[src/shared/clock_gear_pkg.sv]
// Purpose: Constants and types for the system clock gear and warm-up block.
// Assumes: Registers sit in byte lane 0 of a 32-bit Avalon-MM word.
// Notes:   Register byte address is four times the register index.
package clock_gear_pkg;

    // Register indices; byte address = index * 4.
    localparam logic [7:0] IDX_OSC_CTRL   = 8'hE0;
    localparam logic [7:0] IDX_SRC_GEAR   = 8'hE1;
    localparam logic [7:0] IDX_MISC       = 8'hE2;
    localparam logic [7:0] IDX_IRQ_STATUS = 8'hE8;
    localparam logic [7:0] IDX_IRQ_MASK   = 8'hE9;

    // Oscillator control field positions.
    localparam int POS_HIGH_EN   = 7;
    localparam int POS_LOW_EN    = 6;
    localparam int POS_WARMUP    = 2;
    localparam int POS_PRESCALER = 1;
    // Source and gear field positions.
    localparam int POS_SRC_SEL   = 3;
    localparam int POS_GEAR_LSB  = 0;
    // Miscellaneous field positions.
    localparam int POS_OUT_SEL   = 6;
    localparam int POS_WARM_LSB  = 4;
    localparam int POS_SLEEP_LSB = 2;
    localparam int POS_PIN_HOLD  = 0;
    // Interrupt bits.
    localparam int POS_IRQ_WARM  = 0;
    localparam int POS_IRQ_SWAP  = 1;

    // Reset values.
    localparam logic       RST_HIGH_EN   = 1'b1;
    localparam logic       RST_LOW_EN    = 1'b0;
    localparam logic       RST_SRC_SEL   = 1'b0;
    localparam logic [2:0] RST_GEAR      = 3'h0;
    localparam logic       RST_OUT_SEL   = 1'b0;
    localparam logic [1:0] RST_WARM_SEL  = 2'h2;
    localparam logic [1:0] RST_SLEEP     = 2'h3;
    localparam logic       RST_PIN_HOLD  = 1'b0;

    // Warm-up lengths as powers of two of oscillator edges.
    localparam int WARM_BITS_SEL0 = 18;
    localparam int WARM_BITS_SEL1 = 8;
    localparam int WARM_BITS_SEL2 = 14;
    localparam int WARM_BITS_SEL3 = 16;
    localparam int WARM_CNT_W     = 18;

    // Gear and sleep encodings.
    localparam logic [2:0] GEAR_MAX      = 3'h4;
    localparam logic [1:0] SLEEP_STOP    = 2'h1;
    localparam logic [1:0] SLEEP_IDLE_OS = 2'h2;
    localparam logic [1:0] SLEEP_IDLE_CP = 2'h3;

    typedef enum logic [1:0] {
        PWR_RUN,
        PWR_STOP,
        PWR_IDLE_OSC,
        PWR_IDLE_CPU
    } power_state_type;

    typedef struct packed {
        logic       high_osc_enable;
        logic       low_osc_enable;
        logic       prescaler_source_select;
    } osc_ctrl_type;

    typedef struct packed {
        logic       clock_source_select;
        logic [2:0] gear_divider_select;
    } src_gear_type;

    typedef struct packed {
        logic       out_sel;
        logic [1:0] warmup_length_select;
        logic [1:0] sleep_mode_select;
        logic       stop_pin_hold;
    } misc_type;

endpackage : clock_gear_pkg

[src/verilog/system_clock_gear_warmup.sv]
// Purpose: Core clock source select, gear divider, warm-up timer, halt modes.
// Assumes: Oscillator levels arrive synchronous to core_clk_i, which runs
//          well above both oscillators.
// Notes:   Core clock is produced as a toggling flop, half the geared rate.
//
// Design decision made here: register access over Avalon-MM.
`timescale 1ns/10ps
`default_nettype none

// Overview of operation
// RULE1: Source select 0 high oscillator, 1 low.
// RULE2: Gear codes divide high clock 1..16.
// RULE3: Each oscillator has its own enable.
// RULE4: Reset: high on, low off, gear 000.
// RULE5: High source: core derives from geared clock.
// RULE6: Warm-up select picks 2^18/2^8/2^14/2^16 edges.
// RULE7: Warm-up counts edges of the rising oscillator.
// RULE8: Writing one starts warm-up; reads busy.
// RULE9: Software warms up before changing source.
// RULE10: Stable external oscillators need no warm-up.
// RULE11: Halt field picks stop or idle modes.
// RULE12: Deep stop: pins off unless hold set.
// RULE13: Clock output: low clock or core clock.
// RULE14: Unimplemented bits read as undefined; the code reads them as zero.
// RULE15: Software avoids baud generator on divided prescaler.
// RULE16: Source and gear changes never glitch.
module system_clock_gear_warmup #(
    parameter int WARM_BITS_0 = clock_gear_pkg::WARM_BITS_SEL0,
    parameter int WARM_BITS_1 = clock_gear_pkg::WARM_BITS_SEL1,
    parameter int WARM_BITS_2 = clock_gear_pkg::WARM_BITS_SEL2,
    parameter int WARM_BITS_3 = clock_gear_pkg::WARM_BITS_SEL3
) (
    input  wire logic        core_clk_i,
    input  wire logic        resetn_i,
    input  wire logic [9:0]  avs_address_i,
    input  wire logic        avs_read_i,
    input  wire logic        avs_write_i,
    input  wire logic [31:0] avs_writedata_i,
    input  wire logic [3:0]  avs_byteenable_i,
    output logic      [31:0] avs_readdata_o,
    output logic             avs_waitrequest_o,
    input  wire logic        high_osc_clk_i,
    input  wire logic        low_osc_clk_i,
    input  wire logic        halt_req_i,
    input  wire logic        wake_i,
    output logic             high_osc_enable_o,
    output logic             low_osc_enable_o,
    output logic             prescaler_source_select_o,
    output logic             core_clock_o,
    output logic             clock_output_pin_o,
    output logic             stop_mode_o,
    output logic             idle_osc_only_o,
    output logic             idle_cpu_only_o,
    output logic             pin_io_off_o,
    output logic             irq_o
);

    ////////////////////////////////////////////////////////////////////////
    // State.
    clock_gear_pkg::osc_ctrl_type    osc_q, osc_d;
    clock_gear_pkg::src_gear_type    sg_q, sg_d;
    clock_gear_pkg::src_gear_type    act_q, act_d;
    clock_gear_pkg::misc_type        misc_q, misc_d;
    clock_gear_pkg::power_state_type pwr_q, pwr_d;
    logic [1:0]  irq_stat_q, irq_stat_d;
    logic [1:0]  irq_mask_q, irq_mask_d;
    logic        irq_q, irq_d;
    logic [3:0]  mode_q, mode_d;
    logic        wait_q, wait_d;
    logic [31:0] rdata_q, rdata_d;
    logic        hosc_q, hosc_prev_q;
    logic        losc_q, losc_prev_q;
    logic [3:0]  div_q, div_d;
    logic        core_q, core_d;
    logic        clkout_q, clkout_d;
    logic        busy_q, busy_d;
    logic        warm_on_low_q, warm_on_low_d;
    logic [clock_gear_pkg::WARM_CNT_W-1:0] warm_cnt_q, warm_cnt_d;

    ////////////////////////////////////////////////////////////////////////
    // Decode and edge detection.
    logic       req;
    logic       wr_take;
    logic       sel_osc;
    logic       sel_sg;
    logic       sel_misc;
    logic       sel_stat;
    logic       sel_mask;
    logic [7:0] wbyte;
    logic       high_tick;
    logic       low_tick;
    logic       geared_tick;
    logic       warm_tick;
    logic [3:0] gear_last;
    logic [clock_gear_pkg::WARM_CNT_W-1:0] warm_last;
    logic       warm_done;
    logic       swap_ev;

    assign req      = avs_read_i | avs_write_i;
    assign wr_take  = avs_write_i & ~wait_q & avs_byteenable_i[0];
    assign sel_osc  = avs_address_i == {clock_gear_pkg::IDX_OSC_CTRL, 2'b00};
    assign sel_sg   = avs_address_i == {clock_gear_pkg::IDX_SRC_GEAR, 2'b00};
    assign sel_misc = avs_address_i == {clock_gear_pkg::IDX_MISC, 2'b00};
    assign sel_stat = avs_address_i == {clock_gear_pkg::IDX_IRQ_STATUS, 2'b00};
    assign sel_mask = avs_address_i == {clock_gear_pkg::IDX_IRQ_MASK, 2'b00};
    assign wbyte    = avs_writedata_i[7:0];

    // Stopped oscillators deliver no edges; deep stop halts both.
    assign high_tick = hosc_q & ~hosc_prev_q & osc_q.high_osc_enable // RULE3
                       & (pwr_q != clock_gear_pkg::PWR_STOP);
    assign low_tick  = losc_q & ~losc_prev_q & osc_q.low_osc_enable // RULE3
                       & (pwr_q != clock_gear_pkg::PWR_STOP);

    always_comb
    begin
        unique case (act_q.gear_divider_select) // RULE2
            3'h0:    gear_last = 4'h0;
            3'h1:    gear_last = 4'h1;
            3'h2:    gear_last = 4'h3;
            3'h3:    gear_last = 4'h7;
            3'h4:    gear_last = 4'hF;
            default: gear_last = 4'h0;
        endcase
    end

    // Geared clock from the chosen source.
    assign geared_tick = act_q.clock_source_select ? low_tick // RULE1
                       : (high_tick & (div_q == gear_last)); // RULE5

    always_comb
    begin
        unique case (misc_q.warmup_length_select) // RULE6
            2'h0: warm_last = clock_gear_pkg::WARM_CNT_W'((1 << WARM_BITS_0) - 1);
            2'h1: warm_last = clock_gear_pkg::WARM_CNT_W'((1 << WARM_BITS_1) - 1);
            2'h2: warm_last = clock_gear_pkg::WARM_CNT_W'((1 << WARM_BITS_2) - 1);
            2'h3: warm_last = clock_gear_pkg::WARM_CNT_W'((1 << WARM_BITS_3) - 1);
        endcase
    end

    // The timer runs on the oscillator being brought up.
    assign warm_tick = warm_on_low_q ? low_tick : high_tick; // RULE7
    assign warm_done = busy_q & warm_tick & (warm_cnt_q == warm_last);

    ////////////////////////////////////////////////////////////////////////
    // Bus slave and registers.
    always_comb
    begin
        osc_d         = osc_q;
        sg_d          = sg_q;
        misc_d        = misc_q;
        irq_mask_d    = irq_mask_q;
        wait_d        = ~(req & wait_q);
        rdata_d       = rdata_q;
        busy_d        = busy_q;
        warm_on_low_d = warm_on_low_q;
        warm_cnt_d    = warm_cnt_q;
        if (busy_q && warm_tick)
        begin
            warm_cnt_d = warm_cnt_q + 1'b1;
        end
        if (warm_done)
        begin
            busy_d = 1'b0; // RULE8
        end
        if (wr_take && sel_osc)
        begin
            osc_d.high_osc_enable = wbyte[clock_gear_pkg::POS_HIGH_EN]; // RULE3
            osc_d.low_osc_enable  = wbyte[clock_gear_pkg::POS_LOW_EN];
            osc_d.prescaler_source_select =
                wbyte[clock_gear_pkg::POS_PRESCALER];
            if (wbyte[clock_gear_pkg::POS_WARMUP])
            begin
                busy_d        = 1'b1; // RULE8
                warm_cnt_d    = '0;
                warm_on_low_d = ~sg_q.clock_source_select; // RULE7
            end
        end
        if (wr_take && sel_sg)
        begin
            sg_d.clock_source_select =
                wbyte[clock_gear_pkg::POS_SRC_SEL]; // RULE1
            sg_d.gear_divider_select =
                wbyte[clock_gear_pkg::POS_GEAR_LSB +: 3]; // RULE2
        end
        if (wr_take && sel_misc)
        begin
            misc_d.out_sel              = wbyte[clock_gear_pkg::POS_OUT_SEL];
            misc_d.warmup_length_select = wbyte[clock_gear_pkg::POS_WARM_LSB +: 2];
            misc_d.sleep_mode_select = wbyte[clock_gear_pkg::POS_SLEEP_LSB +: 2];
            misc_d.stop_pin_hold        = wbyte[clock_gear_pkg::POS_PIN_HOLD];
        end
        if (wr_take && sel_mask)
        begin
            irq_mask_d = wbyte[1:0];
        end
        // Unimplemented and unmapped bits read as zero.
        if (avs_read_i && wait_q)
        begin
            rdata_d = '0; // RULE14
            if (sel_osc)
            begin
                rdata_d[clock_gear_pkg::POS_HIGH_EN]   = osc_q.high_osc_enable;
                rdata_d[clock_gear_pkg::POS_LOW_EN]    = osc_q.low_osc_enable;
                rdata_d[clock_gear_pkg::POS_WARMUP]    = busy_q; // RULE8
                rdata_d[clock_gear_pkg::POS_PRESCALER] =
                    osc_q.prescaler_source_select;
            end
            else if (sel_sg)
            begin
                rdata_d[clock_gear_pkg::POS_SRC_SEL] = sg_q.clock_source_select;
                rdata_d[clock_gear_pkg::POS_GEAR_LSB +: 3] =
                    sg_q.gear_divider_select;
            end
            else if (sel_misc)
            begin
                rdata_d[clock_gear_pkg::POS_OUT_SEL]       = misc_q.out_sel;
                rdata_d[clock_gear_pkg::POS_WARM_LSB +: 2] =
                    misc_q.warmup_length_select;
                rdata_d[clock_gear_pkg::POS_SLEEP_LSB +: 2] =
                    misc_q.sleep_mode_select;
                rdata_d[clock_gear_pkg::POS_PIN_HOLD] = misc_q.stop_pin_hold;
            end
            else if (sel_stat)
            begin
                rdata_d[1:0] = irq_stat_q;
            end
            else if (sel_mask)
            begin
                rdata_d[1:0] = irq_mask_q;
            end
        end
    end

    ////////////////////////////////////////////////////////////////////////
    // Core clock generation and glitch-free switching.
    always_comb
    begin
        act_d   = act_q;
        div_d   = div_q;
        core_d  = core_q;
        swap_ev = 1'b0;
        if (!act_q.clock_source_select && high_tick)
        begin
            div_d = (div_q == gear_last) ? 4'h0 : div_q + 4'h1;
        end
        if (geared_tick)
        begin
            core_d = ~core_q;
            // New settings take effect only after a falling edge, so
            // every high and low phase is whole.
            if (core_q)
            begin
                act_d   = sg_q; // RULE16
                div_d   = 4'h0;
                if (sg_q.gear_divider_select > clock_gear_pkg::GEAR_MAX)
                begin
                    act_d.gear_divider_select = act_q.gear_divider_select;
                end
                swap_ev = act_d != act_q;
            end
        end
        clkout_d = misc_q.out_sel ? core_d : losc_q; // RULE13
    end

    ////////////////////////////////////////////////////////////////////////
    // Halt modes and interrupts.
    always_comb
    begin
        pwr_d = pwr_q;
        unique case (pwr_q)
            clock_gear_pkg::PWR_RUN:
                if (halt_req_i)
                begin
                    unique case (misc_q.sleep_mode_select) // RULE11
                        clock_gear_pkg::SLEEP_STOP:
                            pwr_d = clock_gear_pkg::PWR_STOP;
                        clock_gear_pkg::SLEEP_IDLE_OS:
                            pwr_d = clock_gear_pkg::PWR_IDLE_OSC;
                        clock_gear_pkg::SLEEP_IDLE_CP:
                            pwr_d = clock_gear_pkg::PWR_IDLE_CPU;
                        default:
                            pwr_d = clock_gear_pkg::PWR_RUN;
                    endcase
                end
            clock_gear_pkg::PWR_STOP,
            clock_gear_pkg::PWR_IDLE_OSC,
            clock_gear_pkg::PWR_IDLE_CPU:
                if (wake_i)
                begin
                    pwr_d = clock_gear_pkg::PWR_RUN;
                end
        endcase
        // Mode pins: stop, osc-only idle, cpu-only idle, pins off.
        mode_d[3] = pwr_d == clock_gear_pkg::PWR_STOP;
        mode_d[2] = pwr_d == clock_gear_pkg::PWR_IDLE_OSC;
        mode_d[1] = pwr_d == clock_gear_pkg::PWR_IDLE_CPU;
        mode_d[0] = mode_d[3] & ~misc_d.stop_pin_hold; // RULE12
        // A new event wins over a write-one clear in the same cycle.
        irq_stat_d = irq_stat_q;
        if (wr_take && sel_stat)
        begin
            irq_stat_d = irq_stat_q & ~wbyte[1:0];
        end
        if (warm_done)
        begin
            irq_stat_d[clock_gear_pkg::POS_IRQ_WARM] = 1'b1;
        end
        if (swap_ev)
        begin
            irq_stat_d[clock_gear_pkg::POS_IRQ_SWAP] = 1'b1;
        end
        irq_d = |(irq_stat_d & irq_mask_d);
    end

    ////////////////////////////////////////////////////////////////////////
    // Registers.
    always_ff @(posedge core_clk_i)
    begin
        if (!resetn_i)
        begin
            osc_q <= '{clock_gear_pkg::RST_HIGH_EN, // RULE4
                       clock_gear_pkg::RST_LOW_EN, 1'b0};
            sg_q  <= '{clock_gear_pkg::RST_SRC_SEL, clock_gear_pkg::RST_GEAR};
            act_q <= '{clock_gear_pkg::RST_SRC_SEL, clock_gear_pkg::RST_GEAR};
            misc_q <= '{clock_gear_pkg::RST_OUT_SEL,
                        clock_gear_pkg::RST_WARM_SEL,
                        clock_gear_pkg::RST_SLEEP,
                        clock_gear_pkg::RST_PIN_HOLD};
            pwr_q         <= clock_gear_pkg::PWR_RUN;
            irq_stat_q    <= 2'h0;
            irq_mask_q    <= 2'h0;
            irq_q         <= 1'b0;
            mode_q        <= 4'h0;
            wait_q        <= 1'b1;
            rdata_q       <= 32'h0;
            hosc_q        <= 1'b0;
            hosc_prev_q   <= 1'b0;
            losc_q        <= 1'b0;
            losc_prev_q   <= 1'b0;
            div_q         <= 4'h0;
            core_q        <= 1'b0;
            clkout_q      <= 1'b0;
            busy_q        <= 1'b0;
            warm_on_low_q <= 1'b0;
            warm_cnt_q    <= '0;
        end
        else
        begin
            osc_q         <= osc_d;
            sg_q          <= sg_d;
            act_q         <= act_d;
            misc_q        <= misc_d;
            pwr_q         <= pwr_d;
            irq_stat_q    <= irq_stat_d;
            irq_mask_q    <= irq_mask_d;
            irq_q         <= irq_d;
            mode_q        <= mode_d;
            wait_q        <= wait_d;
            rdata_q       <= rdata_d;
            hosc_q        <= high_osc_clk_i;
            hosc_prev_q   <= hosc_q;
            losc_q        <= low_osc_clk_i;
            losc_prev_q   <= losc_q;
            div_q         <= div_d;
            core_q        <= core_d;
            clkout_q      <= clkout_d;
            busy_q        <= busy_d;
            warm_on_low_q <= warm_on_low_d;
            warm_cnt_q    <= warm_cnt_d;
        end
    end

    assign avs_readdata_o            = rdata_q;
    assign avs_waitrequest_o         = wait_q;
    assign high_osc_enable_o         = osc_q.high_osc_enable;
    assign low_osc_enable_o          = osc_q.low_osc_enable;
    assign prescaler_source_select_o = osc_q.prescaler_source_select;
    assign core_clock_o              = core_q;
    assign clock_output_pin_o        = clkout_q;
    assign stop_mode_o     = mode_q[3];
    assign idle_osc_only_o = mode_q[2];
    assign idle_cpu_only_o = mode_q[1];
    assign pin_io_off_o    = mode_q[0]; // RULE12
    assign irq_o           = irq_q;

endmodule : system_clock_gear_warmup
`default_nettype wire

[config.mk]
export PLATFORM = sky130hd
export DESIGN_NAME = system_clock_gear_warmup
export DESIGN_NICKNAME = d
export VERILOG_FILES = /design/src/shared/clock_gear_pkg.sv /design/src/verilog/system_clock_gear_warmup.sv
export SDC_FILE = /design/constraint.sdc
export NUM_CORES = 1
export LEC_CHECK = 0
export BUFFER_PORTS_ARGS = -buffer_cell sky130_fd_sc_hd__buf_2
export CAP_MARGIN = 0
export CORE_AREA = 2 2 75 95
export DETAILED_ROUTE_END_ITERATION = 10
export DIE_AREA = 0 0 77 97
export PLACE_DENSITY = 0.79
export SYNTH_ARGS = -nofsm -noshare
export SYNTH_HDL_FRONTEND = slang
export SYNTH_SLANG_ARGS = --single-unit
[constraint.sdc]
create_clock -name core_clk_i -period 2.4 [get_ports core_clk_i]
set_input_delay 0.72 -clock core_clk_i [delete_from_list [all_inputs] [get_ports core_clk_i]]
set_output_delay 0.72 -clock core_clk_i [all_outputs]
set_load 0.01 [all_outputs]
==> flow_summary.json, run 1 <==
{
  "die_y_um": 97,
  "synthFlopType": "dfxtp_1",
  "die-area_um2": 7470,
  "place_congestion": 0.845,
  "syn_area_per_cell_um2": 8.84,
  "synth_edf_count": 0,
  "synth.top_cells.by_area": "dfxtp_1 40%, buf_4 5.6%, nor2_1 4.9%, mux2i_1 4.5%, nand2_1 3.8%",
  "rows": 33,
  "rsz0062_at_grt": "no",
  "numCtsBuffers": 9,
  "start_util": 0.516,
  "powerDensity_nw_per_um2": 593,
  "cts_sinks": 67,
  "drt_iter0_markers": 129,
  "fmax_mhz": 460,
  "synth.largest_area_cell": "dfxtp_1",
  "ys_seq_elements": 67,
  "fp.dieW_um": 77,
  "first_pass_iters": 4,
  "ir_worst_vdd_v": 0.000291,
  "p_leak_nw": 1.59,
  "cp-start-kind": "flip-flop",
  "drc_errors": 0,
  "antenna-diode-count": 0,
  "skew_ps": 6.97,
  "path_cells": "nor3b_4, nor4_1, o32ai_2, o21ai_2, ha_1, nor2b_1, o21ai_0, a21oi_1",
  "grt-ovfl-total": 0,
  "cts_tree": "done",
  "h-tree-depth": 3,
  "wirelength_um": 7280,
  "clockRootBuffer": "clkbuf_8",
  "tightest_slew_ps": 544,
  "grt_max_degree": 20,
  "relSlewSlack": 0.637,
  "fillers": 599,
  "whs_ps": 456,
  "ys_seq_area_frac": 0.398,
  "via_per_inst": 5.40,
  "min_period_over_period": 0.906,
  "min_period_ps": 2170,
  "crit_required_ps": 2680,
  "cp-end-kind": "flip-flop",
  "cts_buffer_depth": 2,
  "grt_pass1_vias": 2757,
  "post_cts_buffers": 0,
  "synth_top_area_frac": 0.398,
  "maxCapViolations": 0,
  "grt_pass1_wl_um": 12300,
  "slew_viol_final": 0,
  "synth_area_um2": 3370,
  "crit_arrival_ps": 2450,
  "layout-drive-gt1-share": 0.205,
  "synthArstFlopShare": 0,
  "synth_cell_types": 63,
  "cp_slowest_stage_delay_ps": 540,
  "vias": 2819,
  "clkLatencyLatePin_ps": 340,
  "core_um2": 6520,
  "antenna_found_initial": 0,
  "grt_usage": 0.205,
  "hold_viol_final": 0,
  "yosysWarningCount": 0,
  "place_hpwl_um": 5330,
  "fin_setup_tns_ps": 0,
  "syn2layout_area_growth_pct": 13.4,
  "portBuffers": 45,
  "setup_viol": 0,
  "crit_slowest_cell": "dfxtp_1",
  "path_max_fanout": 9,
  "io_pins": 97,
  "hold_path_class": "reg2reg",
  "routedWlPerCell_um": 13.9,
  "ant_nets": 0,
  "clk_pin_slew_ps": 70,
  "nNetsFinal": 489,
  "netlist_instances": 381,
  "status": "finished, final reports clean",
  "crit_type": "reg2reg"
}
==> state kept, by name, summed over array words and instances (netlist names), 2 cells and up <==
register	cells
warm_cnt_q	18
avs_readdata_o	8
misc_q	6
act_q	4
div_q	4
mode_q	4
sg_q	4
irq_mask_q	2
irq_stat_q	2
pwr_q	2
==> area by class of cell <==
class	count	area, um^2	share of cell area
well taps	87	109	0.0285
clock buffers	10	138	0.0360
inverters	9	33.8	0.00884
clock inverters	6	65.1	0.0170
flip-flops and latches	67	1340	0.351
repair buffers	52	290	0.0760
multi-input cells	291	1840	0.482
==> path summary, 6_finish.rpt <==
path              cells after the start  slack [ps]               from                 to
setup reg to reg                      8         230           act_q[0]           act_q[0]
setup / recovery                      8         230           act_q[0]           act_q[0]
hold / removal                        2         460  avs_readdata_o[7]  avs_readdata_o[7]
hold reg to reg                       2         460  avs_readdata_o[7]  avs_readdata_o[7]
==> cells by family after synthesis <==
family / after synthesis / share of synthesized area
and+or+nand+nor: 174 / 0.277
muxes: 18 / 0.0579
xor gates and xnor gates: 22 / 0.0572
adders and majority gates: 5 / 0.0186
AOI/OAI and AO/OA: 48 / 0.109
buffers and inverters: 46 / 0.0806
DFF: 67 / 0.398
other: 1 / 0.00111
==> cell usage in the layout (no fill, tap or decap), drive strengths merged, types with 2 or more instances in the layout <==
cell,instances
ha,5
inv,8
xnor2,8
nand2,34
xor2,14
nor3b,2
nor4b,2
dfxtp,67
nand3,20
nor3,8
a2111oi,2
o221ai,2
nor2b,8
nor4,2
a21oi,15
conb,24
nand3b,6
and3,8
o21ai,10
nand4,13
a221oi,2
clkbuf,10
clkinv,5
nor2,45
mux2,2
mux2i,15
or3,2
and2,13
buf,52
and4,4
o211ai,3
==> worst max-delay path: cells and delay by family (launching register included) <==
kind                     cells  cell delay, ps
adder cells (fa/ha/maj)      1             290
AND/OR/NAND/NOR              3             640
AO/OA/AOI/OAI                4             640
flip-flops                   1             540
==> through the flow <==
stage                     total power, mW  utilization  setup slack (ps)  instance area (um^2)  std cells
final                                2.27        0.586               227                  3820        522
after detailed placement             1.34        0.554               175                  3620        506
after global placement               1.33        0.554               199                  3620        506
after floorplan                      1.30            -               342                  3450        404
after CTS                            2.28        0.585               159                  3820        522
after global routing                 2.36        0.586              2.57                  3820        522
==> power breakdown <==
group	total, mW	internal [mW]	switching (mW)
registers	1.14	1.13	0.0143
clock network	0.952	0.508	0.445
logic	0.170	0.0664	0.104
==> Yosys cell counts, drive strengths merged (2+ instances only) <==
master / count
o21ai: 10
xnor2: 8
a2111oi: 2
and4: 4
dfxtp: 67
mux2i: 15
nor2b: 8
and3: 8
nor4b: 2
ha: 5
o211ai: 3
or3: 2
nor2: 45
and2: 13
mux2: 2
inv: 8
clkbuf: 9
a21oi: 15
xor2: 14
buf: 28
o221ai: 2
a221oi: 2
nor3: 8
nor3b: 2
nor4: 2
nand3: 20
nand2: 34
nand3b: 6
nand4: 13
==> what timing repair did <==
item	CTS	global route
gates resized for setup	0	1
setup endpoints to repair	0	1
hold buffers	0	0
==> per-layer routing <==
| layer | global-route usage | share of wire | up-vias |
|---|---|---|---|
| met5 | 0 | 0 | - |
| met4 | 0.111 | 0.031 | 0 |
| met3 | 0.0392 | 0.044 | 20 |
| met2 | 0.356 | 0.50 | 80 |
| met1 | 0.235 | 0.43 | 1340 |
| li1 | - | - | 1379 |
(Power assumes the default switching activity.)
==> run 2: changes to the inputs <==
--- a/config.mk
+++ b/config.mk
@@ -7,10 +7,10 @@
 export LEC_CHECK = 0
 export BUFFER_PORTS_ARGS = -buffer_cell sky130_fd_sc_hd__buf_2
 export CAP_MARGIN = 0
-export CORE_AREA = 2 2 75 95
+export CORE_AREA = 2 2 77 97
 export DETAILED_ROUTE_END_ITERATION = 10
-export DIE_AREA = 0 0 77 97
-export PLACE_DENSITY = 0.79
+export DIE_AREA = 0 0 79 99
+export PLACE_DENSITY = 0.76
 export SYNTH_ARGS = -nofsm -noshare
 export SYNTH_HDL_FRONTEND = slang
 export SYNTH_SLANG_ARGS = --single-unit
==> constraint.sdc (replaced) <==
create_clock -name core_clk_i -period 2.4 [get_ports core_clk_i]
set_input_delay 0.12 -clock core_clk_i [delete_from_list [all_inputs] [get_ports core_clk_i]]
set_output_delay 0.12 -clock core_clk_i [all_outputs]
set_load 0.01 [all_outputs]
==> run 2 against run 1 <==
Sequential power hardly changed. Clock skew is 6.1 ps higher. Combinational power hardly changed. Critical path depth stayed put. Worst setup slack worse by 39 ps. Routed wire length is 0.33% lower. Flip-flop and latch count stayed put. Via count is 1.4% lower. Power is 2.3% higher. Largest power group unchanged. Highest routed layer unchanged.
==> flow_summary.json, run 2 (synthesis results as in run 1) <==
{
  "layout_common_cells": "66 x dfxtp_1, 45 x buf_2, 44 x nor2_1",
  "grt_pass1_vias": 2606,
  "place_congestion": 0.822,
  "slew_viol_final": 0,
  "vias": 2779,
  "start_util": 0.489,
  "grt_usage": 0.193,
  "crit_type": "reg2reg",
  "worst_slack_ps": 188,
  "p_leak_nw": 1.58,
  "antenna_found_initial": 0,
  "whs_ps": 9.32,
  "hold_path_class": "in2reg",
  "wirelength_um": 7250,
  "clkLatencyLatePin_ps": 350,
  "powerDensity_nw_per_um2": 606,
  "crit_required_ps": 2630,
  "critPathTopFamily": "compound AO/OA/AOI/OAI gates",
  "numCtsBuffers": 9,
  "place_area_um2": 3580,
  "clockRootBuffer": "clkbuf_8",
  "largest_reg_flops": 18,
  "cts_buffer_depth": 2,
  "min_period_over_period": 0.922,
  "antenna-diode-count": 0,
  "total_power_mw": 2.32,
  "die_y_um": 99,
  "grt-ovfl-total": 0,
  "dpl_worst_slack_ps": 197,
  "cp-start-kind": "flip-flop",
  "min_from": "low_osc_clk_i",
  "drt_iter0_markers": 118,
  "h-tree-depth": 3,
  "ant_nets": 0,
  "status": "finished, final reports clean",
  "rr_endpoint": "act_q[0]",
  "dp_cells": 505,
  "drc_errors": 0,
  "crit_slowest_cell": "dfxtp_1",
  "first_pass_iters": 4,
  "cts_sinks": 67,
  "portBuffers": 45,
  "io_pins": 97,
  "grt_max_degree": 20,
  "die-area_um2": 7820,
  "clk_pin_slew_ps": 70,
  "final_common_cell": "dfxtp_1",
  "min_period_ps": 2210,
  "path_cells": "nor3b_4, nor4_1, o32ai_2, o21ai_2, ha_1, nor2b_1, o21ai_0, a21oi_1",
  "crit_arrival_ps": 2440,
  "cp-end-kind": "flip-flop",
  "setup_viol": 0,
  "relSlewSlack": 0.614,
  "hold_depth": 2,
  "post_cts_buffers": 0,
  "design_area_um2": 3830,
  "rows": 34,
  "layout-drive-gt1-share": 0.191,
  "routedWlPerCell_um": 13.8,
  "finalNonFillerCells": 525,
  "r2r_cells": 8,
  "regMostFlops": "warm_cnt_q",
  "final_core_util": 0.555,
  "hold_viol_final": 0,
  "nNetsFinal": 489,
  "core_um2": 6890,
  "fmax_mhz": 452,
  "fillers": 637,
  "tightest_slew_ps": 578,
  "via_per_inst": 5.29,
  "cts_tree": "done",
  "syn2layout_area_growth_pct": 13.6,
  "rsz0062_at_grt": "no",
  "grt_pass1_wl_um": 12000,
  "worstSetupPathDepth": 8,
  "fin_setup_tns_ps": 0,
  "reg2reg_from": "act_q[2]",
  "maxCapViolations": 0,
  "path_max_fanout": 7,
  "fp.dieW_um": 79,
  "place_hpwl_um": 5300,
  "reg2reg_slack_ps": 190,
  "ir_worst_vdd_v": 0.000426,
  "skew_ps": 13.0,
  "hold_end": "losc_q",
  "path_buf_inv": 0,
  "cp_slowest_stage_delay_ps": 480
}
-- run 2: worst register-to-register path, cell delays in order (launching register included) --
cell	delay (ps)
dfxtp_1	480
nor3b_4	350
nor4_1	100
o32ai_2	360
o21ai_2	120
ha_1	270
nor2b_1	180
o21ai_0	170
a21oi_1	80
-- run 2: worst max path at each step --
stage	startpoint	endpoint	slack, ps
global placement	act_q[2]	act_q[1]	240
floorplan	act_q[2]	act_q[0]	440
CTS	act_q[2]	act_q[0]	180
global route	act_q[1]	act_q[0]	8
detailed placement	act_q[2]	act_q[0]	200
finish	act_q[2]	act_q[0]	190
-- run 2: repair_timing --
| item | in CTS | in global routing |
|---|---|---|
| hold buffers | 4 | 0 |
| hold endpoints to repair | 3 | 0 |
| endpoints found under the setup margin | 0 | 1 |
| gates resized for setup | 0 | 1 |
-- run 2: power by group --
group	internal, mW	total [mW]	switching, mW
Clock	0.582	1.01	0.425
Combinational	0.0662	0.169	0.102
Sequential	1.13	1.14	0.0140
-- run 2: layout make-up --
type                            count  area (um^2)  share of cell area
Timing Repair Buffer               52          288              0.0752
Clock inverter                      5         77.6              0.0203
Clock buffer                       11          131              0.0343
Multi-Input combinational cell    291         1840               0.481
Inverter                            9         33.8             0.00883
Tap cell                           90          113              0.0294
Sequential cell                    67         1340               0.351
-- run 2: layer usage --
metal  global-route usage  wire, um  vias to the layer above
met1                0.235      3110                     1318
met4               0.0597        84                        0
met3               0.0495       363                        7
met5                    0         0                        -
li1                     -         -                     1379
met2                0.333      3700                       75
==> run 3: changes to the inputs <==
--- a/config.mk
+++ b/config.mk
@@ -5,12 +5,13 @@
 export SDC_FILE = /design/constraint.sdc
 export NUM_CORES = 1
 export LEC_CHECK = 0
+export ABC_AREA = 1
 export BUFFER_PORTS_ARGS = -buffer_cell sky130_fd_sc_hd__buf_2
 export CAP_MARGIN = 0
-export CORE_AREA = 2 2 77 97
+export CORE_AREA = 2 2 79 100
 export DETAILED_ROUTE_END_ITERATION = 10
-export DIE_AREA = 0 0 79 99
-export PLACE_DENSITY = 0.76
+export DIE_AREA = 0 0 81 102
+export PLACE_DENSITY = 0.75
 export SYNTH_ARGS = -nofsm -noshare
 export SYNTH_HDL_FRONTEND = slang
 export SYNTH_SLANG_ARGS = --single-unit
==> run 3 against run 2 <==
Worst hold slack improved by 2.6 ps. Combinational power increased by 14%. Clock skew about the same. Power decreased by 1.5%. Count of clock-buffer cells in the layout decreased by 1. Critical path depth increased by 3. Sequential power about the same. Sequential share of layout area decreased by 1.8 points. Routed wire length increased by 7.7%. First-iteration DRC count increased by 14%. Largest cell class unchanged.
==> flow_summary.json, run 3 <==
{
  "met2_usage": 0.345,
  "netlist_instances": 498,
  "synth_compound_area_frac": 0.121,
  "clkLatencyLatePin_ps": 340,
  "cts_resized": 0,
  "synth_top_area_frac": 0.376,
  "first_pass_iters": 4,
  "clk_pin_slew_ps": 80,
  "synthFlopType": "dfxtp_1",
  "layout-drive-gt1-share": 0.178,
  "power.share.clock": 0.416,
  "ys_seq_elements": 67,
  "p_int_mw": 1.71,
  "die-area_um2": 8260,
  "hold_viol_final": 0,
  "fin_setup_tns_ps": 0,
  "hold_depth": 3,
  "finalNonFillerCells": 648,
  "synth.largest_area_cell": "dfxtp_1",
  "p_comb_frac": 0.084,
  "vias": 3221,
  "io_pins": 97,
  "fmax_mhz": 542,
  "skew_ps": 13.2,
  "grt_pass1_wl_um": 12600,
  "portBuffers": 45,
  "post_cts_buffers": 0,
  "slew_viol_final": 0,
  "place_congestion": 0.884,
  "grt_max_degree": 26,
  "final_core_util": 0.554,
  "p_sw_mw": 0.578,
  "drc_errors": 0,
  "rows": 35,
  "synthAdderAreaFrac": 0.0176,
  "grt_pass1_vias": 2881,
  "syn_area_per_cell_um2": 7.16,
  "nNetsFinal": 610,
  "cts_hold_buf": 5,
  "die_y_um": 102,
  "yosys.area_share.simple": 0.312,
  "min_period_over_period": 0.769,
  "wirelength_um": 7810,
  "p_seq_frac": 0.500,
  "powerDensity_nw_per_um2": 567,
  "grt-ovfl-total": 0,
  "routedWlPerCell_um": 12.0,
  "synth_xor_area_frac": 0.0393,
  "layout_common_cells": "90 x nand2_1, 67 x dfxtp_1, 61 x inv_1",
  "dp_cells": 627,
  "cp-start-kind": "flip-flop",
  "clockRootBuffer": "clkbuf_8",
  "ant_nets": 0,
  "grtUsageMet3": 0.0451,
  "antenna-diode-count": 0,
  "whs_ps": 11.9,
  "top_usage_layer": "met2",
  "crit_arrival_ps": 2100,
  "cts_buffer_depth": 2,
  "post-synth-top-count-cell": "nand2_1",
  "syn2layout_area_growth_pct": 13.1,
  "switching_share": 0.253,
  "synth_cell_types": 39,
  "ys_seq_area_frac": 0.376,
  "final_common_cell": "nand2_1",
  "reg2reg_from": "act_q[1]",
  "cts_tree": "done",
  "cp-end-kind": "flip-flop",
  "crit_type": "reg2reg",
  "hold_path_class": "in2reg",
  "synth_area_um2": 3560,
  "synth_top_family_by_area": "simple AND/OR/NAND/NOR gates",
  "largest_reg_flops": 18,
  "setup_viol": 0,
  "rsz0062_at_grt": "no",
  "synthMuxAreaShare": 0,
  "maxCapViolations": 0,
  "yosysWarningCount": 0,
  "total_power_mw": 2.28,
  "antenna_found_initial": 0,
  "drt_iter0_markers": 135,
  "r2r_cells": 11,
  "multi_input_area_um2": 1840,
  "rr_endpoint": "act_q[0]",
  "use_met1": 0.226,
  "synthArstFlopShare": 0,
  "min_period_ps": 1850,
  "h-tree-depth": 3,
  "place_hpwl_um": 5870,
  "synth_edf_count": 0,
  "cts_sinks": 67,
  "path_max_fanout": 8,
  "regMostFlops": "warm_cnt_q",
  "regArea_um2": 1340,
  "synth.top_cells.by_area": "dfxtp_1 38%, nand2_1 9.5%, inv_1 6.4%, nor2_1 6.0%, nand3_1 5.1%",
  "ir_worst_vdd_v": 0.000263,
  "fp.dieW_um": 81,
  "p_leak_nw": 1.86,
  "core_um2": 7270,
  "start_util": 0.490,
  "via_per_inst": 4.97,
  "hold_end": "high_osc_enable_o",
  "crit_required_ps": 2660,
  "min_from": "avs_writedata_i[7]",
  "netlist_top_cells_count": "90 x nand2_1, 67 x dfxtp_1, 61 x inv_1",
  "fillers": 680,
  "grt_usage": 0.195,
  "numCtsBuffers": 9,
  "reg2reg_slack_ps": 550,
  "status": "finished, final reports clean"
}
run 3: cell count changes after synthesis, moves of 12 or more:
cell / previous run / this run
a21oi_1: 15 / 28
and2_1: 13 / 1
inv_1: 8 / 61
mux2i_1: 15 / 0
nand2_1: 34 / 90
nand3_1: 20 / 36
nor2_1: 44 / 57
o21ai_0: 9 / 32
run 3: kinds of logic after synthesis:
| group | after synthesis |
|---|---|
| buffers and inverters | 98 |
| other | 1 |
| adders and majority gates | 5 |
| AOI/OAI and AO/OA | 78 |
| and+or+nand+nor | 233 |
| DFF | 67 |
| xor gates and xnor gates | 16 |
run 3: worst max-delay path by stage:
stage / from / to / slack [ps] / depth (start not counted)
after global placement: act_q[1] / act_q[0] / 620 / 11
after floorplan: act_q[1] / act_q[0] / 790 / 11
after global routing: act_q[2] / act_q[0] / 340 / 11
after detailed placement: act_q[1] / act_q[0] / 570 / 11
after CTS: act_q[1] / act_q[0] / 550 / 11
final: act_q[1] / act_q[0] / 550 / 11
run 3: layer usage:
| layer | up-vias | wire, um |
|---|---|---|
| met2 | 88 | 3970 |
| met3 | 12 | 472 |
| li1 | 1662 | - |
| met4 | 0 | 159 |
| met5 | - | 0 |
| met1 | 1459 | 3210 |
run 3: per-stage QoR:
| step | setup WS [ps] | cell area (um^2) |
|---|---|---|
| 2_1_floorplan | 792 | 3650 |
| 3_5_place_dp | 575 | 3780 |
| 3_3_place_gp | 619 | 3780 |
| 6_report | 554 | 4030 |
| 5_1_grt | 343 | 4030 |
| 4_1_cts | 553 | 4030 |
run 3: layout make-up:
type | count | area share
Tap cell | 92 | 0.0286
Clock inverter | 6 | 0.0161
Sequential cell | 67 | 0.333
Timing Repair Buffer | 52 | 0.0720
Multi-Input combinational cell | 356 | 0.456
Clock buffer | 10 | 0.0342
Inverter | 65 | 0.0605
run 3: worst max-delay path, cell delays in order (launching register included):
cell,delay [ps]
dfxtp_1,470
nor2_2,70
nand2_2,120
nand2_1,60
nand2_1,70
nand3_2,100
nor2_4,150
nand2_4,70
nand2_4,70
ha_1,290
a21oi_1,100
a311oi_1,190
run 3: power by group through the flow:
| stage | sequential, mW | clock (mW) | combinational, mW |
|---|---|---|---|
| 2_1_floorplan | 1.17 | 0 | 0.149 |
| 5_1_grt | 1.14 | 1.02 | 0.218 |
| 4_1_cts | 1.14 | 0.970 | 0.192 |
| 6_report | 1.14 | 0.949 | 0.192 |
| 3_5_place_dp | 1.17 | 0 | 0.184 |
| 3_3_place_gp | 1.17 | 0 | 0.181 |
